$ cat src/common/cau_pkg.sv
// Package for the calendar alarm unit: constants, codes and state type
`default_nettype none
package cau_pkg;
  // ----------------------------------------
  // Timing
  // ----------------------------------------
  localparam int CLK_PERIOD_NS   = 20;
  localparam int HALF_SEC_NS     = 500000000;
  localparam int HALF_SEC_CYCLES = HALF_SEC_NS / CLK_PERIOD_NS;
  localparam int SYNC_CYCLES     = 32;
  localparam int PRESC_W         = 25;
  // ----------------------------------------
  // Register byte offsets
  // ----------------------------------------
  localparam logic [7:0] ADR_ALARM_WIN = 8'h00;
  localparam logic [7:0] ADR_ALARM_CFG = 8'h04;
  localparam logic [7:0] ADR_TIME_WIN  = 8'h08;
  localparam logic [7:0] ADR_CLOCK_CFG = 8'h0C;
  localparam logic [7:0] ADR_PAD_CFG   = 8'h10;
  // ----------------------------------------
  // Field positions
  // ----------------------------------------
  localparam int ACR_EN   = 15;
  localparam int ACR_END  = 14;
  localparam int ACR_MHI  = 13;
  localparam int ACR_MLO  = 10;
  localparam int CCR_EN   = 15;
  localparam int CCR_UNL  = 13;
  localparam int CCR_SYN  = 12;
  localparam int CCR_HALF = 11;
  localparam int CCR_OE   = 10;
  localparam int PTR_HI   = 9;
  localparam int PTR_LO   = 8;
  localparam int PAD_SSEL = 1;
  // ----------------------------------------
  // Reset values
  // ----------------------------------------
  localparam logic [15:0] ACR_RESET  = 16'h0000;
  localparam logic [15:0] CCR_RESET  = 16'h0000;
  localparam logic [15:0] PAD_RESET  = 16'h0000;
  localparam logic [7:0]  ZERO_BCD   = 8'h00;
  localparam logic [7:0]  FIRST_BCD  = 8'h01;
  // ----------------------------------------
  // Interval mask and window pointer codes
  // ----------------------------------------
  localparam logic [3:0] MASK_HALF_SEC = 4'h0;
  localparam logic [3:0] MASK_TEN_SEC  = 4'h2;
  localparam logic [3:0] MASK_MIN      = 4'h3;
  localparam logic [3:0] MASK_TEN_MIN  = 4'h4;
  localparam logic [3:0] MASK_HOUR     = 4'h5;
  localparam logic [3:0] MASK_DAY      = 4'h6;
  localparam logic [3:0] MASK_WEEK     = 4'h7;
  localparam logic [3:0] MASK_MONTH    = 4'h8;
  localparam logic [3:0] MASK_YEAR     = 4'h9;
  localparam logic [1:0] PTR_MIN_SEC   = 2'h0;
  localparam logic [1:0] PTR_WD_HR     = 2'h1;
  localparam logic [1:0] PTR_MON_DAY   = 2'h2;
  // ----------------------------------------
  // Module state
  // ----------------------------------------
  typedef struct packed {
    logic               ack;
    logic [15:0]        rdata;
    logic               alarm_enable;
    logic               endless_repeat;
    logic [3:0]         interval_mask;
    logic [1:0]         alarm_window_pointer;
    logic [7:0]         repeat_count;
    logic               calendar_enable;
    logic               time_write_unlock;
    logic               half_second_flag;
    logic               pin_output_enable;
    logic [1:0]         time_window_pointer;
    logic [7:0]         calibration;
    logic               seconds_output_select;
    logic [7:0]         sec;
    logic [7:0]         min;
    logic [7:0]         hour;
    logic [7:0]         wkday;
    logic [7:0]         day;
    logic [7:0]         month;
    logic [7:0]         year;
    logic [7:0]         al_sec;
    logic [7:0]         al_min;
    logic [7:0]         al_hour;
    logic [7:0]         al_wkday;
    logic [7:0]         al_day;
    logic [7:0]         al_month;
    logic [PRESC_W-1:0] presc;
    logic               eval_pending;
    logic               eval_full;
    logic               alarm_event;
    logic               alarm_pulse;
    logic               pin_out;
  } cau_state_s;
endpackage
`default_nettype wire

$ cat src/rtl/cau_top.sv
// Calendar alarm unit with Wishbone register slave
`timescale 1ns/1ps
`default_nettype none
// Operation
// - Issued alarm clears enable unless repeats remain
// - Interval mask selects compared alarm digits
// - Codes 0-3: half second to minute
// - Codes 4-9: minutes up to month compared
// - Zero count, no endless: one alarm
// - Repeat count eight bits, up to 255
// - Each alarm before the final one decrements the repeat count
// - Final alarm at zero, then enable clears
// - Endless repeat wraps count to FF
// - Every alarm event raises interrupt request
// - Alarm pulse toggles each event
// - Select bit picks alarm pulse or seconds
// - Alarm runs in sleep, wakes processor
// - Any reset clears alarm configuration
// - Clock configuration reset by power-on only
// - Prescaler cleared by seconds write or tick wrap, never by reset
// - Disabled module freezes, ignores writes
// - Alarm configuration register bit layout
// - Clock configuration register bit layout
// - Window access decrements pointer down to zero
// - Pointer selects alarm window pair
module cau_top #(
  parameter int HALF_SEC_CYCLES = cau_pkg::HALF_SEC_CYCLES,
  parameter int SYNC_CYCLES     = cau_pkg::SYNC_CYCLES
) (
  input  wire logic        clk,
  input  wire logic        rst,
  input  wire logic        por,
  input  wire logic        module_disable_bit,
  input  wire logic        wb_cyc_i,
  input  wire logic        wb_stb_i,
  input  wire logic        wb_we_i,
  input  wire logic [7:0]  wb_adr_i,
  input  wire logic [3:0]  wb_sel_i,
  input  wire logic [31:0] wb_dat_i,
  output logic      [31:0] wb_dat_o,
  output logic             wb_ack_o,
  output logic             alarm_irq,
  output logic             alarm_wake,
  output logic             clock_pin_out,
  output logic             clock_pin_oe
);
  import cau_pkg::*;

  // ----------------------------------------
  // Parameter checks and derived counts
  // ----------------------------------------
  if (HALF_SEC_CYCLES < 2 * SYNC_CYCLES || HALF_SEC_CYCLES > 2 ** PRESC_W || SYNC_CYCLES < 1)
  begin : g_bad
    $error("cau_top: unsupported prescaler parameters");
  end

  localparam logic [PRESC_W-1:0] PRESC_LAST = PRESC_W'(HALF_SEC_CYCLES - 1);
  localparam logic [PRESC_W-1:0] SYNC_START = PRESC_W'(HALF_SEC_CYCLES - SYNC_CYCLES);

  // ----------------------------------------
  // Functions
  // ----------------------------------------
  function automatic logic [7:0] bcd_step(input logic [7:0] v, input logic [7:0] last,
                                          input logic [7:0] first);
    if (v == last)
      return first;
    if (v[3:0] == 4'h9)
      return {v[7:4] + 4'h1, 4'h0};
    return v + 8'h01;
  endfunction

  function automatic logic [7:0] month_last(input logic [7:0] mon, input logic [7:0] yr);
    logic leap;
    leap = (!yr[4] && (yr[3:0] == 4'h0 || yr[3:0] == 4'h4 || yr[3:0] == 4'h8)) ||
           (yr[4] && (yr[3:0] == 4'h2 || yr[3:0] == 4'h6));
    if (mon == 8'h02)
      return leap ? 8'h29 : 8'h28;
    if (mon == 8'h04 || mon == 8'h06 || mon == 8'h09 || mon == 8'h11)
      return 8'h30;
    return 8'h31;
  endfunction

  function automatic logic [1:0] ptr_dec(input logic [1:0] p);
    return (p == 2'h0) ? 2'h0 : p - 2'h1;
  endfunction

  function automatic logic [7:0] merge(input logic [7:0] old, input logic [7:0] nw,
                                       input logic en);
    return en ? nw : old;
  endfunction

  function automatic logic alarm_hit(input logic [3:0] m, input logic full,
                                     input cau_state_s s);
    logic ok;
    ok = 1'b1;
    if (m > MASK_YEAR)
      return 1'b0;
    if (m == MASK_HALF_SEC)
      return 1'b1;
    if (!full)
      return 1'b0;
    if (m >= MASK_TEN_SEC)
      ok = ok && (s.sec[3:0] == s.al_sec[3:0]);
    if (m >= MASK_MIN)
      ok = ok && (s.sec[7:4] == s.al_sec[7:4]);
    if (m >= MASK_TEN_MIN)
      ok = ok && (s.min[3:0] == s.al_min[3:0]);
    if (m >= MASK_HOUR)
      ok = ok && (s.min[7:4] == s.al_min[7:4]);
    if (m >= MASK_DAY)
      ok = ok && (s.hour == s.al_hour);
    if (m == MASK_WEEK)
      ok = ok && (s.wkday == s.al_wkday);
    if (m >= MASK_MONTH)
      ok = ok && (s.day == s.al_day);
    if (m == MASK_YEAR)
      ok = ok && (s.month == s.al_month);
    return ok;
  endfunction

  // ----------------------------------------
  // State and decode
  // ----------------------------------------
  cau_state_s r;
  cau_state_s next_r;
  logic       acc;
  logic       wr;
  logic       tick;
  logic       hit;
  logic       sync_flag;
  logic       cfg_wr;
  logic       sec_carry;
  logic       min_carry;
  logic       hr_carry;
  logic       day_carry;
  logic       mon_carry;
  logic [7:0] lo;
  logic [7:0] hi;

  assign acc       = wb_cyc_i && wb_stb_i && !r.ack;
  assign wr        = acc && wb_we_i && !module_disable_bit;
  assign cfg_wr    = wr && (wb_adr_i == ADR_ALARM_CFG);
  assign lo        = wb_dat_i[7:0];
  assign hi        = wb_dat_i[15:8];
  assign tick      = r.calendar_enable && (r.presc == PRESC_LAST);
  assign hit       = alarm_hit(r.interval_mask, r.eval_full, r);
  assign sync_flag = r.calendar_enable && r.half_second_flag && (r.presc >= SYNC_START);
  assign sec_carry = r.sec == 8'h59;
  assign min_carry = sec_carry && r.min == 8'h59;
  assign hr_carry  = min_carry && r.hour == 8'h23;
  assign day_carry = hr_carry && r.day == month_last(r.month, r.year);
  assign mon_carry = day_carry && r.month == 8'h12;

  // ----------------------------------------
  // Next state
  // ----------------------------------------
  always_comb
  begin
    next_r             = r;
    next_r.ack         = acc;
    next_r.alarm_event = 1'b0;
    if (!module_disable_bit)
    begin
      // Prescaler and half-second tick
      if (r.calendar_enable)
        next_r.presc = tick ? '0 : r.presc + PRESC_W'(1);
      next_r.eval_pending = tick;
      next_r.eval_full    = tick && r.half_second_flag;
      if (tick)
      begin
        next_r.half_second_flag = !r.half_second_flag;
        if (r.half_second_flag)
        begin
          next_r.sec = bcd_step(r.sec, 8'h59, ZERO_BCD);
          if (sec_carry)
            next_r.min = bcd_step(r.min, 8'h59, ZERO_BCD);
          if (min_carry)
            next_r.hour = bcd_step(r.hour, 8'h23, ZERO_BCD);
          if (hr_carry)
            next_r.wkday = bcd_step(r.wkday, 8'h06, ZERO_BCD);
          if (hr_carry)
            next_r.day = bcd_step(r.day, month_last(r.month, r.year), FIRST_BCD);
          if (day_carry)
            next_r.month = bcd_step(r.month, 8'h12, FIRST_BCD);
          if (mon_carry)
            next_r.year = bcd_step(r.year, 8'h99, ZERO_BCD);
        end
      end
      // Alarm event and repeat counting
      if (r.eval_pending && r.alarm_enable && hit)
      begin
        next_r.alarm_event = 1'b1;
        next_r.alarm_pulse = !r.alarm_pulse;
        if (r.endless_repeat || r.repeat_count != 8'h00)
          next_r.repeat_count = r.repeat_count - 8'h01;
        else
          next_r.alarm_enable = 1'b0;
      end
      // Pin output
      next_r.pin_out = r.pin_output_enable &&
                       (r.seconds_output_select ? r.half_second_flag : r.alarm_pulse);
    end
    // Bus read data
    next_r.rdata = 16'h0000;
    if (acc && !module_disable_bit)
    begin
      unique case (wb_adr_i)
        ADR_ALARM_WIN:
          unique case (r.alarm_window_pointer)
            PTR_MIN_SEC: next_r.rdata = {r.al_min, r.al_sec};
            PTR_WD_HR:   next_r.rdata = {r.al_wkday, r.al_hour};
            PTR_MON_DAY: next_r.rdata = {r.al_month, r.al_day};
            default:     next_r.rdata = 16'h0000;
          endcase
        ADR_ALARM_CFG:
          next_r.rdata = {r.alarm_enable, r.endless_repeat, r.interval_mask,
                          r.alarm_window_pointer, r.repeat_count};
        ADR_TIME_WIN:
          unique case (r.time_window_pointer)
            PTR_MIN_SEC: next_r.rdata = {r.min, r.sec};
            PTR_WD_HR:   next_r.rdata = {r.wkday, r.hour};
            PTR_MON_DAY: next_r.rdata = {r.month, r.day};
            default:     next_r.rdata = {8'h00, r.year};
          endcase
        ADR_CLOCK_CFG:
          next_r.rdata = {r.calendar_enable, 1'b0, r.time_write_unlock, sync_flag,
                          r.half_second_flag, r.pin_output_enable, r.time_window_pointer,
                          r.calibration};
        ADR_PAD_CFG:
          next_r.rdata = {14'h0000, r.seconds_output_select, 1'b0};
        default:
          next_r.rdata = 16'h0000;
      endcase
    end
    // Bus writes, pointer stepping
    if (acc && !module_disable_bit)
    begin
      unique case (wb_adr_i)
        ADR_ALARM_WIN:
        begin
          next_r.alarm_window_pointer = ptr_dec(r.alarm_window_pointer);
          if (wr)
          begin
            unique case (r.alarm_window_pointer)
              PTR_MIN_SEC:
              begin
                next_r.al_min = merge(r.al_min, hi, wb_sel_i[1]);
                next_r.al_sec = merge(r.al_sec, lo, wb_sel_i[0]);
              end
              PTR_WD_HR:
              begin
                next_r.al_wkday = merge(r.al_wkday, hi, wb_sel_i[1]);
                next_r.al_hour  = merge(r.al_hour, lo, wb_sel_i[0]);
              end
              PTR_MON_DAY:
              begin
                next_r.al_month = merge(r.al_month, hi, wb_sel_i[1]);
                next_r.al_day   = merge(r.al_day, lo, wb_sel_i[0]);
              end
              default:
                next_r.al_day = r.al_day;
            endcase
          end
        end
        ADR_ALARM_CFG:
          if (wr)
          begin
            if (wb_sel_i[1])
            begin
              next_r.alarm_enable         = hi[ACR_EN-8];
              next_r.endless_repeat       = hi[ACR_END-8];
              next_r.interval_mask        = hi[ACR_MHI-8:ACR_MLO-8];
              next_r.alarm_window_pointer = hi[PTR_HI-8:PTR_LO-8];
            end
            if (wb_sel_i[0])
              next_r.repeat_count = lo;
          end
        ADR_TIME_WIN:
        begin
          next_r.time_window_pointer = ptr_dec(r.time_window_pointer);
          if (wr && r.time_write_unlock)
          begin
            unique case (r.time_window_pointer)
              PTR_MIN_SEC:
              begin
                next_r.min = merge(next_r.min, hi, wb_sel_i[1]);
                if (wb_sel_i[0])
                begin
                  next_r.sec              = lo;
                  next_r.presc            = '0;
                  next_r.half_second_flag = 1'b0;
                end
              end
              PTR_WD_HR:
              begin
                next_r.wkday = merge(next_r.wkday, hi, wb_sel_i[1]);
                next_r.hour  = merge(next_r.hour, lo, wb_sel_i[0]);
              end
              PTR_MON_DAY:
              begin
                next_r.month = merge(next_r.month, hi, wb_sel_i[1]);
                next_r.day   = merge(next_r.day, lo, wb_sel_i[0]);
              end
              default:
                next_r.year = merge(next_r.year, lo, wb_sel_i[0]);
            endcase
          end
        end
        ADR_CLOCK_CFG:
          if (wr)
          begin
            if (wb_sel_i[1])
            begin
              next_r.calendar_enable     = hi[CCR_EN-8];
              next_r.time_write_unlock   = hi[CCR_UNL-8];
              next_r.pin_output_enable   = hi[CCR_OE-8];
              next_r.time_window_pointer = hi[PTR_HI-8:PTR_LO-8];
            end
            if (wb_sel_i[0])
              next_r.calibration = lo;
          end
        ADR_PAD_CFG:
          if (wr && wb_sel_i[0])
            next_r.seconds_output_select = lo[PAD_SSEL];
        default:
          next_r.rdata = 16'h0000;
      endcase
    end
    // Resets; prescaler is left alone by both
    if (rst || por)
    begin
      {next_r.alarm_enable, next_r.endless_repeat, next_r.interval_mask,
       next_r.alarm_window_pointer, next_r.repeat_count} = ACR_RESET;
      next_r.seconds_output_select = PAD_RESET[PAD_SSEL];
      next_r.ack          = 1'b0;
      next_r.rdata        = 16'h0000;
      next_r.eval_pending = 1'b0;
      next_r.eval_full    = 1'b0;
      next_r.alarm_event  = 1'b0;
      next_r.alarm_pulse  = 1'b0;
      next_r.pin_out      = 1'b0;
    end
    if (por)
    begin
      next_r.calendar_enable     = CCR_RESET[CCR_EN];
      next_r.time_write_unlock   = CCR_RESET[CCR_UNL];
      next_r.half_second_flag    = CCR_RESET[CCR_HALF];
      next_r.pin_output_enable   = CCR_RESET[CCR_OE];
      next_r.time_window_pointer = CCR_RESET[PTR_HI:PTR_LO];
      next_r.calibration         = CCR_RESET[7:0];
      {next_r.sec, next_r.min, next_r.hour, next_r.wkday, next_r.year} = {5{ZERO_BCD}};
      {next_r.day, next_r.month} = {2{FIRST_BCD}};
      {next_r.al_sec, next_r.al_min, next_r.al_hour, next_r.al_wkday} = {4{ZERO_BCD}};
      {next_r.al_day, next_r.al_month} = {2{FIRST_BCD}};
    end
  end

  always_ff @(posedge clk)
  begin
    r <= next_r;
  end

  // ----------------------------------------
  // Outputs
  // ----------------------------------------
  assign wb_ack_o      = r.ack;
  assign wb_dat_o      = {16'h0000, r.rdata};
  assign alarm_irq     = r.alarm_event;
  assign alarm_wake    = r.alarm_event;
  assign clock_pin_out = r.pin_out;
  assign clock_pin_oe  = r.pin_output_enable;
endmodule
`default_nettype wire

$ cat config.mk
export PLATFORM = sky130hd
export DESIGN_NAME = cau_top
export DESIGN_NICKNAME = d
export VERILOG_FILES = /design/src/common/cau_pkg.sv /design/src/rtl/cau_top.sv
export SDC_FILE = /design/constraint.sdc
export NUM_CORES = 1
export LEC_CHECK = 0
export BUFFER_PORTS_ARGS = -buffer_cell sky130_fd_sc_hd__buf_2
export CORE_MARGIN = 2
export CORE_UTILIZATION = 42
export CTS_CLUSTER_DIAMETER = 150
export DETAILED_ROUTE_END_ITERATION = 8
export PLACE_DENSITY_LB_ADDON = 0.25
export SETUP_SLACK_MARGIN = 0.2
export SLEW_MARGIN = 20
export SYNTH_ARGS = -nofsm -noshare
export SYNTH_HDL_FRONTEND = slang
export SYNTH_SLANG_ARGS = --single-unit
$ cat constraint.sdc
create_clock -name clk -period 3.31 [get_ports clk]
set_input_delay 0.4965 -clock clk [delete_from_list [all_inputs] [get_ports clk]]
set_output_delay 0.4965 -clock clk [all_outputs]
set_load 0.02 [all_outputs]
==> out/results.txt <==
Longest Clk Path Bufs -> 2
Max VDD drop -> 257 uV
Layout cells sized above 1 -> 0.143
Period utilization -> 0.884
Post-route insts no fill -> 1,775
Sequential share of power -> 0.502
Critical Path, Cell by Cell -> or4_4, or3_4, or4_4, nor3_2, and2_1, buf_4, nand2_1, xor2_1, a211oi_2
Core ar. -> 0.0261 mm^2
Grt ovf -> 0
R2R depth -> 9
Largest family of logic cells by synthesized area -> simple AND/OR/NAND/NOR gates
CP Data Arrival Time -> 3.29 ns
Area growth syn-to-layout -> 11.3%
Post-synth EDFFs -> 0
Die height -> 167 um
Fillers -> 2,585
Crit-path slowest cell -> or4_4
Reg2reg setup slack -> 0.38 ns
# port buffers -> 53
Final hold vios -> 0
Endpoints failing setup -> 0
Total GRT Usage -> 0.254
Total power -> 4.35 mW
Top_reg_cell synth -> dfxtp_1
Min Tclk post-route -> 2.93 ns
Final hold slack -> 0.286 ns
Comb power frac -> 0.037
Placed Area -> 0.0118 mm^2
Slew Limit Fails -> 0
Worst hold stages -> 3
Crit Path Class -> reg2reg
Crit path top cell by count -> or4_4
Ranking of synthesized cells by area -> dfxtp_1 33%, mux2i_1 6.5%, nor2_1 5.5%
Gpl congestion -> 0.986
Num rows -> 59
CTS tree -> built
Final wirelength -> 35.5 mm
CP Capture Type -> register
NetSw -> 1.13 mW
Die area -> 0.0278 mm^2
Req. time, crit path -> 3.68 ns
Reg2reg start -> r[12]
Initial Util -> 0.427
Wire length per cell -> 20.0 um
Hold Path End -> wb_ack_o
Multiplexer area fraction after synthesis -> 0.0861
Clock power share -> 0.460
First drt pass iteration count -> 8
Worst Setup Slack, final -> 0.384 ns
Sink Count -> 182
Die width -> 167 um
Vias per inst -> 5.86
Root Buffer -> clkbuf_16
Relative slew slack -> 0.333
DRC errors left -> 0
#FFs+latches synth -> 182
Hold Path Class -> in2reg
Worst-path clk slew -> 0.08 ns
Synth Area in Compound Gates -> 0.154
Switching Fraction -> 0.260
Nets -> 1,504
Pin count of the biggest net entering global routing -> 52
Worst-path fanout max -> 9
Initial DRC count -> 1,010
Fmax -> 0.342 GHz
Post-synth top area cell -> dfxtp_1
Hold wc startpoint -> wb_stb_i
Most frequent cells in the layout -> 182 x dfxtp_1, 162 x nor2_1, 142 x nand2_1, 81 x a21oi_1
Netlist cell types -> 76
RSZ-0062 raised after global routing -> no
Worst-Margin Slew -> 0.999 ns
Setup TNS -> 0 ns
Antenna Violating Nets Remaining -> 0
Outcome -> completed
PD cells -> 352 mW/mm^2
Initial antenna violation count -> 1
First-pass GRT wire length -> 55.3 mm
Layout Skew -> 0.0139 ns
Reg-to-reg endpoint -> r[78]
Worst slack, placed -> 0.157 ns
Detailed Place HPWL -> 25.5 mm
Most common cell after layout, fill and taps aside -> dfxtp_1
CP startpoint kind -> register
Mapped Cells -> 1,398
Cell Area, Synth -> 0.0111 mm^2
Fin area -> 0.0124 mm^2
Sequential share of the synthesized area -> 0.328
Max-capacitance violation count -> 0
Final Core Density -> 0.475
# diodes -> 0
Simple logic cell fraction of the synthesized area -> 0.261
Skew-Pair Late Insertion Delay -> 0.45 ns
Post-synth ARST share -> 0
DR vias -> 10,400
Synth Area in Adders -> 0.0301
Leakage power -> 4.68 nW
CTS hold repair buffers -> 0
YS warnings -> 0
TritonCTS buffer count -> 17
Mean post-synth cell area -> 7.96 um^2
Critical Path Max Stage Delay -> 0.54 ns
Internal power -> 3.22 mW
XOR/XNOR Fraction of Synth Area -> 0.0740
Vias in the first global route -> 9,755
I/O pins -> 88
H-tree depth -> 4
Post-synth top area share -> 0.328
Dpl cells -> 1,742
[worst max path at each step]
stage,cells past startpoint,slack (ns),endpoint,start
2_1_floorplan,8,0.49,r[10],wb_adr_i[0]
3_3_place_gp,10,0.23,r[82],r[91]
3_5_place_dp,10,0.16,r[82],r[91]
4_1_cts,11,0.26,r[80],r[91]
5_1_grt,11,0.21,r[89],r[91]
6_report,9,0.38,r[78],r[12]
[cells in the mapped netlist (all sizes together) (4+ instances only)]
| cell type | count |
|---|---|
| dfxtp | 182 |
| nor2 | 167 |
| nand2 | 142 |
| a21oi | 82 |
| clkbuf | 78 |
| mux2i | 72 |
| o21ai | 70 |
| nand3 | 67 |
| xnor2 | 54 |
| buf | 52 |
| xor2 | 40 |
| nor3 | 34 |
| inv | 28 |
| ha | 26 |
| nand4 | 24 |
| nand3b | 21 |
| a211oi | 20 |
| nor4 | 20 |
| and3 | 18 |
| or3 | 17 |
| a22oi | 14 |
| nor2b | 14 |
| a31oi | 13 |
| a22o | 12 |
| or2 | 11 |
| or4 | 10 |
| mux4 | 8 |
| nor3b | 8 |
| and2 | 7 |
| nand2b | 7 |
| o22ai | 7 |
| o31ai | 7 |
| o31a | 6 |
| a211o | 5 |
| a222oi | 5 |
| mux2 | 5 |
| nor4b | 5 |
| a21o | 4 |
[what timing repair did]
item,CTS,global route
pin swaps,0,1
buffers inserted,0,1
gates resized for setup,1,2
setup endpoints to repair,9,15
[registers in the layout, indices dropped and copies added (netlist names)]
name	count
r	162
wb_dat_o	16
alarm_irq	1
clock_pin_oe	1
clock_pin_out	1
wb_ack_o	1
[metal layers]
layer / share of wire / up-vias / GRT usage
met5: 0.00037 / - / 0
met4: 0.040 / 2 / 0.109
met3: 0.065 / 84 / 0.0416
met2: 0.44 / 411 / 0.394
met1: 0.45 / 4945 / 0.348
li1: - / 4953 / -
[kinds of logic after synthesis]
group	Yosys count
other	1
and+or+nand+nor	581
xor gates and xnor gates	94
muxes	85
DFF	182
adders and majority gates	27
buffers and inverters	158
AOI/OAI and AO/OA	270
[cell type report]
| cell class | instances | area, um^2 | share of cell area |
|---|---|---|---|
| inverters | 28 | 105 | 0.00849 |
| flip-flops and latches | 182 | 3640 | 0.294 |
| clock buffers | 18 | 429 | 0.0347 |
| clock inverters | 14 | 136 | 0.0110 |
| multi-input cells | 1073 | 6820 | 0.551 |
| repair buffers | 125 | 821 | 0.0663 |
| well taps | 335 | 419 | 0.0339 |
[critical path: cells and delay by family (launching register included)]
family / cells / cell delay (ns)
buf+inv: 1 / 0.18
simple gates: 6 / 1.92
flops: 1 / 0.37
xor+xnor: 1 / 0.16
compound gates: 1 / 0.21
[power groups by stage]
stage	sequential [mW]	combinational [mW]	clock [mW]
2_1_floorplan	2.24	0.0975	0
3_3_place_gp	2.24	0.159	0
3_5_place_dp	2.24	0.159	0
4_1_cts	2.19	0.159	2.03
5_1_grt	2.19	0.170	2.13
6_report	2.19	0.162	2.00
Note: power is estimated with default switching activity, not from simulation.
